**config.mk**
```make
export PLATFORM = sky130hd
export DESIGN_NAME = ctm_mode_ctrl
export DESIGN_NICKNAME = d
export VERILOG_FILES = /design/src/common/ctm_pkg.sv /design/src/hw/ctm_mode_ctrl.sv
export VERILOG_INCLUDE_DIRS = /design/src /design/src/common
export SDC_FILE = /design/constraint.sdc
export NUM_CORES = 1
export LEC_CHECK = 0
export ABC_AREA = 1
export BUFFER_PORTS_ARGS = -buffer_cell sky130_fd_sc_hd__buf_2
export CAP_MARGIN = 15
export CELL_PAD_IN_SITES_DETAIL_PLACEMENT = 1
export CELL_PAD_IN_SITES_GLOBAL_PLACEMENT = 1
export CORE_MARGIN = 4
export CORE_UTILIZATION = 19
export DETAILED_ROUTE_END_ITERATION = 16
export PLACE_DENSITY = 0.82
export SLEW_MARGIN = 15
export SYNTH_ARGS = -nofsm -noshare
export SYNTH_HDL_FRONTEND = slang
export SYNTH_SLANG_ARGS = --single-unit
```
**constraint.sdc**
```tcl
create_clock -name clock -period 1.2 [get_ports clock]
set_input_delay 0.12 -clock clock [delete_from_list [all_inputs] [get_ports clock]]
set_output_delay 0.12 -clock clock [all_outputs]
set_load 0.01 [all_outputs]
```
**src/common/ctm_regs.svh**
```systemverilog
// register offsets, field positions and reset values of the transceiver mode register
`ifndef CTM_REGS_SVH
`define CTM_REGS_SVH

// ****************************************************************
// register map
// ****************************************************************
`define CTM_ADDR_W          7
`define CTM_DATA_W          16
`define CTM_ADDR_BUS_MODE   7'h04

// ****************************************************************
// mode field
// ****************************************************************
`define CTM_MODE_W          3
`define CTM_MODE_MSB        2
`define CTM_MODE_LSB        0
`define CTM_SWK_BIT         2
`define CTM_RES_W           13
`define CTM_RES_ZERO        13'h0000

// low two mode bits
`define CTM_LOW_OFF         2'h0
`define CTM_LOW_WAKE        2'h1
`define CTM_LOW_RECV        2'h2
`define CTM_LOW_NORM        2'h3

// ****************************************************************
// reset and forced values
// ****************************************************************
`define CTM_RESET_VAL       16'h0020
`define CTM_POR_MODE        3'h0
`define CTM_SWDEV_MODE      3'h1
`define CTM_FS_MODE         3'h1
`define CTM_RESTART_MSB     1'h0
`define CTM_RDATA_IDLE      16'h0000

`endif

```
**src/common/ctm_pkg.sv**
```systemverilog
// types shared by the transceiver mode register logic
package ctm_pkg;

    // ****************************************************************
    // transceiver operating mode, one-hot
    // ****************************************************************
    typedef enum logic [3:0] {
        CTM_XCVR_OFF     = 4'h1,
        CTM_XCVR_WAKE    = 4'h2,
        CTM_XCVR_RECEIVE = 4'h4,
        CTM_XCVR_NORMAL  = 4'h8
    } ctm_xcvr_t;

endpackage

```
**src/hw/ctm_mode_ctrl.sv**
```systemverilog
// transceiver mode register with device-initiated mode updates
`timescale 1ns/1ps
`include "ctm_regs.svh"
// Summary of operation
// - mode bits 2:0: 000 off, 001 wake, 010 receive only, 011 normal
// - 100 off; 101, 110, 111 are wake, receive, normal with selective wake
// - sleep and stop entry never change mode bit 2; host writes, restart, fail-safe, soft reset and power-on load do
// - bits 15:3 are reserved, ignore writes and read as zero
// - sleep entry with normal and error flag clear moves field to x01
// - sleep entry with receive only moves transceiver and field to wake
// - stop entry with receive only keeps transceiver and field unchanged
// - wake capable or off at sleep or stop entry stays unchanged
// - fail-safe entry forces the register to pattern 001, wake capable
// - restart clears everything but low mode bits, which follow the cause
// - software development mode loads 001 on power-on or soft reset

module ctm_mode_ctrl
    import ctm_pkg::*;
(
    input  wire logic                     clock,               // 10 MHz system clock
    input  wire logic                     reset,               // power-on reset, async
    input  wire logic                     host_wr_en,          // register write strobe
    input  wire logic                     host_rd_en,          // register read strobe
    input  wire logic [`CTM_ADDR_W-1:0]   host_addr,           // register address
    input  wire logic [`CTM_DATA_W-1:0]   host_wdata,          // write data
    output logic      [`CTM_DATA_W-1:0]   host_rdata,          // read data
    output logic                          host_rd_valid,       // read answer pulse
    input  wire logic                     sleep_entry,         // sleep mode entry pulse
    input  wire logic                     stop_entry,          // stop mode entry pulse
    input  wire logic                     failsafe_entry,      // fail-safe entry pulse
    input  wire logic                     system_error_enable, // error handling flag
    input  wire logic                     soft_reset,          // soft reset pulse
    input  wire logic                     restart,             // restart pulse
    input  wire logic [1:0]               restart_low_mode,    // low mode bits on restart
    input  wire logic                     sw_dev_mode,         // software development level
    output ctm_xcvr_t                     xcvr_mode,           // transceiver mode
    output logic                          selective_wake       // selective wake enabled
);

    // ****************************************************************
    // helper functions
    // ****************************************************************
    function automatic logic addr_hit(input logic [`CTM_ADDR_W-1:0] a);
        addr_hit = (a == `CTM_ADDR_BUS_MODE);
    endfunction

    function automatic ctm_xcvr_t decode_xcvr(input logic [1:0] low);
        ctm_xcvr_t m;
        m = CTM_XCVR_OFF;
        unique case (low)
            `CTM_LOW_OFF:  m = CTM_XCVR_OFF;
            `CTM_LOW_WAKE: m = CTM_XCVR_WAKE;
            `CTM_LOW_RECV: m = CTM_XCVR_RECEIVE;
            `CTM_LOW_NORM: m = CTM_XCVR_NORMAL;
        endcase
        decode_xcvr = m;
    endfunction

    // ****************************************************************
    // registers
    // ****************************************************************
    logic [`CTM_MODE_W-1:0] mode_ff;
    logic [`CTM_MODE_W-1:0] nxt_mode_ff;
    logic                   init_ff;
    logic [`CTM_DATA_W-1:0] rdata_ff;
    logic [`CTM_DATA_W-1:0] nxt_rdata_ff;
    logic                   rd_valid_ff;

    // ****************************************************************
    // access decode
    // ****************************************************************
    wire       wr_hit   = host_wr_en && addr_hit(host_addr);
    wire       rd_hit   = host_rd_en && addr_hit(host_addr);
    wire [1:0] low_mode = mode_ff[1:0];
    wire       mode_msb = mode_ff[`CTM_MODE_MSB];

    // events that replace the whole field outrank mode entry and host writes
    wire override = restart || failsafe_entry || soft_reset || init_ff;

    // ****************************************************************
    // device-initiated updates
    // ****************************************************************
    wire sleep_norm = sleep_entry && (low_mode == `CTM_LOW_NORM)
                      && !system_error_enable;
    wire sleep_recv = sleep_entry && (low_mode == `CTM_LOW_RECV);
    wire sleep_move = !override && (sleep_norm || sleep_recv);
    // stop entry never touches the field, so receive only survives it
    // whether the host or a restart chose it beforehand

    // value loaded by power-on or soft reset
    wire [`CTM_MODE_W-1:0] por_mode = sw_dev_mode ? `CTM_SWDEV_MODE
                                                  : `CTM_POR_MODE;

    wire [`CTM_MODE_W-1:0] restart_mode = {`CTM_RESTART_MSB, restart_low_mode};
    wire [`CTM_MODE_W-1:0] sleep_mode   = {mode_msb, `CTM_LOW_WAKE};
    wire [`CTM_MODE_W-1:0] host_mode    =
        host_wdata[`CTM_MODE_MSB:`CTM_MODE_LSB];

    // a host write in the same cycle as a sleep entry that moves the field is lost on purpose:
    // the device must not leave sleep with the transceiver still active
    assign nxt_mode_ff = restart                   ? restart_mode      :
                         failsafe_entry            ? `CTM_FS_MODE      :
                         (soft_reset || init_ff)   ? por_mode          :
                         sleep_move                ? sleep_mode        :
                         wr_hit                    ? host_mode         :
                                                     mode_ff;

    // ****************************************************************
    // read path
    // ****************************************************************
    assign nxt_rdata_ff = rd_hit ? {`CTM_RES_ZERO, mode_ff}
                                 : `CTM_RDATA_IDLE;

    // ****************************************************************
    // flip-flops
    // ****************************************************************
    // the strap is sampled one edge after release and at soft reset, never under reset
    always_ff @(posedge clock or posedge reset) begin
        if (reset) begin
            mode_ff <= `CTM_POR_MODE;
            init_ff <= 1'b1;
        end else begin
            mode_ff <= nxt_mode_ff;
            init_ff <= 1'b0;
        end
    end

    always_ff @(posedge clock or posedge reset) begin
        if (reset) begin
            rdata_ff    <= `CTM_RDATA_IDLE;
            rd_valid_ff <= 1'b0;
        end else begin
            rdata_ff    <= nxt_rdata_ff;
            rd_valid_ff <= host_rd_en;
        end
    end

    // ****************************************************************
    // outputs
    // ****************************************************************
    assign host_rdata     = rdata_ff;
    assign host_rd_valid  = rd_valid_ff;
    assign xcvr_mode      = decode_xcvr(low_mode);
    assign selective_wake = mode_msb && (low_mode != `CTM_LOW_OFF);

    // ****************************************************************
    // checks
    // ****************************************************************
    AST_DECODE_BASE: assert property (@(posedge clock) disable iff (reset)
        !mode_msb |-> (xcvr_mode == decode_xcvr(low_mode)) && !selective_wake)
        else $error("mode field without selective wake decoded wrongly");

    AST_DECODE_SWK: assert property (@(posedge clock) disable iff (reset)
        (mode_ff == 3'h7) |-> (xcvr_mode == CTM_XCVR_NORMAL) && selective_wake)
        else $error("normal with selective wake decoded wrongly");

    AST_MSB_HOST_ONLY: assert property (@(posedge clock) disable iff (reset)
        !$stable(mode_msb) |->
            $past(wr_hit || restart || failsafe_entry || soft_reset || init_ff))
        else $error("mode bit 2 changed without a host write or reset");

    AST_RES_ZERO: assert property (@(posedge clock) disable iff (reset)
        host_rd_valid |-> (host_rdata[`CTM_DATA_W-1:`CTM_MODE_W] == `CTM_RES_ZERO))
        else $error("reserved bits read as nonzero");

    AST_SLEEP_NORMAL: assert property (@(posedge clock) disable iff (reset)
        (sleep_entry && !system_error_enable && low_mode == `CTM_LOW_NORM && !override)
        |=> (mode_ff == {$past(mode_msb), `CTM_LOW_WAKE}) && (xcvr_mode == CTM_XCVR_WAKE))
        else $error("normal mode not moved to wake capable at sleep entry");

    AST_SLEEP_RECV: assert property (@(posedge clock) disable iff (reset)
        (sleep_entry && low_mode == `CTM_LOW_RECV && !override)
        |=> (mode_ff[1:0] == `CTM_LOW_WAKE) && (mode_msb == $past(mode_msb)))
        else $error("receive only not moved to wake capable at sleep entry");

    AST_STOP_RECV: assert property (@(posedge clock) disable iff (reset)
        (stop_entry && !sleep_entry && low_mode == `CTM_LOW_RECV && !override && !wr_hit)
        |=> (mode_ff == $past(mode_ff)) && (xcvr_mode == CTM_XCVR_RECEIVE))
        else $error("receive only left at stop entry");

    AST_KEEP_WAKE_OFF: assert property (@(posedge clock) disable iff (reset)
        ((sleep_entry || stop_entry) && !low_mode[1] && !override && !wr_hit)
        |=> $stable(mode_ff))
        else $error("wake capable or off changed at mode entry");

    AST_FAILSAFE: assert property (@(posedge clock) disable iff (reset)
        (failsafe_entry && !restart)
        |=> (mode_ff == `CTM_FS_MODE) && (xcvr_mode == CTM_XCVR_WAKE) && !selective_wake)
        else $error("fail-safe entry did not force wake capable");

    AST_RESTART: assert property (@(posedge clock) disable iff (reset)
        restart |=> (mode_ff == {`CTM_RESTART_MSB, $past(restart_low_mode)}))
        else $error("restart value wrong");

    AST_SWDEV: assert property (@(posedge clock) disable iff (reset)
        (soft_reset && sw_dev_mode && !restart && !failsafe_entry)
        |=> (mode_ff == `CTM_SWDEV_MODE))
        else $error("software development reset value not loaded");

    AST_READBACK: assert property (@(posedge clock) disable iff (reset)
        rd_hit |=> host_rd_valid && (host_rdata[`CTM_MODE_MSB:0] == $past(mode_ff)))
        else $error("readback differs from mode field");

    // ****************************************************************
    // further checks on decode, priorities and the read port
    // ****************************************************************
    // these catch a broken priority chain that the per-event checks above mask

    AST_XCVR_ONEHOT: assert property (@(posedge clock) disable iff (reset)
        $onehot(xcvr_mode))
        else $error("transceiver mode not one-hot");

    AST_OFF_CODES: assert property (@(posedge clock) disable iff (reset)
        (low_mode == `CTM_LOW_OFF) |-> (xcvr_mode == CTM_XCVR_OFF) && !selective_wake)
        else $error("off code decoded wrongly");

    AST_SWK_WAKE: assert property (@(posedge clock) disable iff (reset)
        (mode_ff == 3'h5) |-> (xcvr_mode == CTM_XCVR_WAKE) && selective_wake)
        else $error("wake capable with selective wake decoded wrongly");

    AST_SWK_RECV: assert property (@(posedge clock) disable iff (reset)
        (mode_ff == 3'h6) |-> (xcvr_mode == CTM_XCVR_RECEIVE) && selective_wake)
        else $error("receive only with selective wake decoded wrongly");

    AST_MSB_KEPT_SLEEP: assert property (@(posedge clock) disable iff (reset)
        (sleep_entry && !override && !wr_hit) |=> (mode_msb == $past(mode_msb)))
        else $error("mode bit 2 changed at sleep entry");

    AST_WRITE: assert property (@(posedge clock) disable iff (reset)
        (wr_hit && !override && !sleep_move) |=> (mode_ff == $past(host_mode)))
        else $error("host write not stored");

    AST_WR_MISS: assert property (@(posedge clock) disable iff (reset)
        (host_wr_en && !addr_hit(host_addr) && !override && !sleep_move)
        |=> $stable(mode_ff))
        else $error("write to another address changed the mode field");

    AST_RD_IDLE: assert property (@(posedge clock) disable iff (reset)
        !host_rd_valid |-> (host_rdata == `CTM_RDATA_IDLE))
        else $error("read data not idle outside a read answer");

    AST_RD_MISS: assert property (@(posedge clock) disable iff (reset)
        (host_rd_en && !addr_hit(host_addr)) |=> (host_rdata == `CTM_RDATA_IDLE))
        else $error("read of another address returned data");

    AST_SLEEP_ERR_KEEP: assert property (@(posedge clock) disable iff (reset)
        (sleep_entry && system_error_enable && low_mode == `CTM_LOW_NORM
         && !override && !wr_hit) |=> $stable(mode_ff))
        else $error("normal mode changed at sleep entry with error flag set");

    AST_SLEEP_RECV_XCVR: assert property (@(posedge clock) disable iff (reset)
        (sleep_entry && low_mode == `CTM_LOW_RECV && !override)
        |=> (xcvr_mode == CTM_XCVR_WAKE))
        else $error("transceiver not wake capable after sleep from receive only");

    AST_STOP_KEEP: assert property (@(posedge clock) disable iff (reset)
        (stop_entry && !sleep_entry && !override && !wr_hit) |=> $stable(mode_ff))
        else $error("stop entry changed the mode field");

    AST_POR_LOAD: assert property (@(posedge clock) disable iff (reset)
        (init_ff && !restart && !failsafe_entry)
        |=> (mode_ff == ($past(sw_dev_mode) ? `CTM_SWDEV_MODE : `CTM_POR_MODE)))
        else $error("power-on value not loaded after reset release");

    AST_SOFT_PLAIN: assert property (@(posedge clock) disable iff (reset)
        (soft_reset && !sw_dev_mode && !restart && !failsafe_entry)
        |=> (mode_ff == `CTM_POR_MODE))
        else $error("soft reset value not loaded");

    AST_INIT_ONCE: assert property (@(posedge clock) disable iff (reset)
        init_ff |=> !init_ff)
        else $error("power-on load repeated");

    AST_RD_VALID: assert property (@(posedge clock) disable iff (reset)
        host_rd_en |=> host_rd_valid)
        else $error("read strobe not answered");

    AST_RD_QUIET: assert property (@(posedge clock) disable iff (reset)
        !host_rd_en |=> !host_rd_valid)
        else $error("read answer without a read strobe");

    AST_FS_LOW: assert property (@(posedge clock) disable iff (reset)
        (failsafe_entry && !restart) |=> (low_mode == `CTM_LOW_WAKE))
        else $error("fail-safe entry left the low mode bits wrong");

endmodule // ctm_mode_ctrl

```
==> run metrics <==
die width 62.1 um; R2R Setup Slk approximately 0.05 ns; Post-Syn Area 556 um^2; vias in the first global route approximately 520; crit path from mode_ff[0]; CTS tree done; sequential share of power 0.426; WHS between 0.15 and 0.2 ns; n_diodes 0; Num CTS Buffers 3; Final Max Slew Viols 0; WHS Endpoint mode_ff[2]; Hold Path Class input port to flip-flop; Clock Path Buffers 2; pwr dens 856 nW/um^2; GRT overflow 0; Fin. Hold Viols 0; Area Growth Syn to Fin 44.8%; LEAKAGE between 0.4 and 0.5 nW; first-pass GRT wire length roughly 2200 um; crit path time final around 1.2 ns; routability cong. around 0.77; initial antenna violation count 0; area fraction of the dominant cell type after synthesis 0.315; Hold Crit Depth 4; Starting Density 0.200; CP peak stage delay roughly 0.4 ns; Wirelength per Cell around 10 um; sequential share of the synthesized area 0.363; largest net degree at the start of global routing 9; worst hold path startpoint host_wdata[2]; post-DP HPWL between 1000 and 1500 um; Post-route DRC 0; part of the cycle the worst path needs 0.972; input/output buffers 30; Gate power share 0.251; share of post-route cells with drive strength above 1 0.415; vias post-DR 582; Switching Fraction 0.295; r2r endpoint mode_ff[0]; clock net sink count 8; Die Y 62.1 um; vias per inst slightly below 4; DRT iter0 DRCs 13; cell chain of the critical path buf_6 > nor2_4 > nor2_1 > buf_2; max-cap viol count 0; Post-DRT Antenna Nets 0; Setup-failing EPs final 0; core footprint 2780 um^2; outcome completed; worst-path fanout max 5; row count 19; critical path launch point type flip-flop; RR Startpoint init_ff; largest cells by area after synthesis dfrtp_1, buf_4, nand2_1; clk slew on worst S/H paths roughly 0.060 ns; drt total wl 1520 um; Net Sw Power 0.203 mW; Crit path buffers/inverters 2; Peak VDD IR approximately 0.35 mV; yosys warns 0; Crit Path Class flip-flop to output pin; CP required between 1 and 1.5 ns; Critical-path top delay cell dfrtp_1; R2R depth 8; Clock Power Share 0.324; Detailed Routing Iterations Pass 1 3; Synth Register Bits 8; Worst-Skew Late Latency ~0.26 ns; TNS Setup 0 ns; # IOs 58; Setup crit end kind output pin; final net count about 160; overall routing resource usage 0.0805; design internal power 0.486 mW; Synth cell types 16; Post-Syn Instances a little under 80; unrepaired setup endpoints after global routing yes; Die ar. 3850 um^2; syn avg cell area 7.12 um^2; clock skew about 0.0093 ns; CP top delay family flip-flops; WP data arrival 1.05 ns; FMAX ~860 MHz; root buffer cell clkbuf_4; Synth area leader dfrtp_1; # H-tree levels 1
## how the worst max path moves through the flow
stage | endpoint | slack, ns | cells past startpoint
after global routing | xcvr_mode[1] | -0.03 | 4
final | selective_wake | 0.03 | 4
after CTS | selective_wake | 0.009 | 4
after detailed placement | mode_ff[2] | 0.007 | 7
after floorplan | mode_ff[2] | 0.09 | 7
after global placement | mode_ff[2] | 0.04 | 7
## worst register-to-register path, delay by kind of cell (launching register included)
kind | cells | cell delay (ns)
buffers and inverters | 1 | 0.11
DFF | 1 | 0.54
and+or+nand+nor | 7 | 0.40
## state kept, by name (all words and copies together), names as in the netlist
name,flops
host_rdata,3
mode_ff,3
host_rd_valid,1
init_ff,1
## kinds of logic (layout without fill, tap and decap cells)
group,Yosys count,in the layout,synth area share
buf+inv,26,53,0.263
simple gates,42,42,0.358
compound gates,1,1,0.00900
other cells,1,14,0.00675
flops,8,8,0.363
## per-stage QoR
stage          worst slack (ns)  power [mW]  std cells   util  cell area (um^2)
2_1_floorplan            0.0867       0.399         91      -               604
3_3_place_gp             0.0352       0.431        141  0.256               711
3_5_place_dp            0.00744       0.438        141  0.256               711
4_1_cts                 0.00860       0.684        148  0.278               773
5_1_grt                 -0.0254       0.737        149  0.289               805
6_report                 0.0338       0.689        149  0.289               805
## timing repair
item | 4_1_cts | 5_1_grt
pin swaps | 0 | 2
setup buffers | 1 | 1
hold endpoints to repair | 8 | 0
resized for setup | 4 | 7
cloned | 0 | 0
hold buffers | 2 | 0
setup endpoints to repair | 5 | 5
## power by group through the flow
stage / registers (mW) / clock network [mW] / logic [mW]
after CTS: 0.293 / 0.236 / 0.156
after global routing: 0.295 / 0.249 / 0.193
final: 0.293 / 0.223 / 0.173
after floorplan: 0.296 / 0 / 0.103
after global placement: 0.295 / 0 / 0.136
after detailed placement: 0.296 / 0 / 0.143
## cell usage in the layout, fill, tap and decap left out
| cell type | instances |
|---|---|
| buf_2 | 29 |
| nand2_1 | 16 |
| conb_1 | 14 |
| inv_1 | 11 |
| nor2_1 | 10 |
| dfrtp_1 | 6 |
| nand3_1 | 5 |
| nor2_2 | 3 |
| clkbuf_4 | 3 |
| buf_4 | 3 |
| nor2_4 | 2 |
| nand4_1 | 2 |
| dlygate4sd3_1 | 2 |
| buf_6 | 2 |
| nand2_2 | 1 |
| clkinv_2 | 1 |
| nand2_4 | 1 |
| nand3_4 | 1 |
| nand3b_1 | 1 |
| inv_2 | 1 |
| o21ai_0 | 1 |
| clkbuf_1 | 1 |
| dfstp_2 | 1 |
| dfrtp_2 | 1 |
## per-layer routing
metal | up-vias | global-route usage | wire (um)
li1 | 287 | - | -
met3 | 4 | 0.0145 | 132
met4 | 0 | 0.0545 | 37
met1 | 263 | 0.0911 | 583
met2 | 28 | 0.136 | 766
met5 | - | 0 | 0
## area by class of cell
cell class	instances	area, um^2
fillers	360	1980
multi-input cells	57	277
repair buffers	36	210
flip-flops and latches	8	203
inverters	13	50.0
well taps	31	38.8
clock buffers	4	26.3
## cells in the mapped netlist, drive strengths merged
| master | count |
|---|---|
| inv | 12 |
| dfrtp | 7 |
| nor2 | 15 |
| o21ai | 1 |
| nand3 | 6 |
| clkinv | 1 |
| nand3b | 1 |
| conb | 1 |
| nand4 | 2 |
| dfstp | 1 |
| nand2 | 18 |
| buf | 13 |
(Power assumes the default switching activity.)
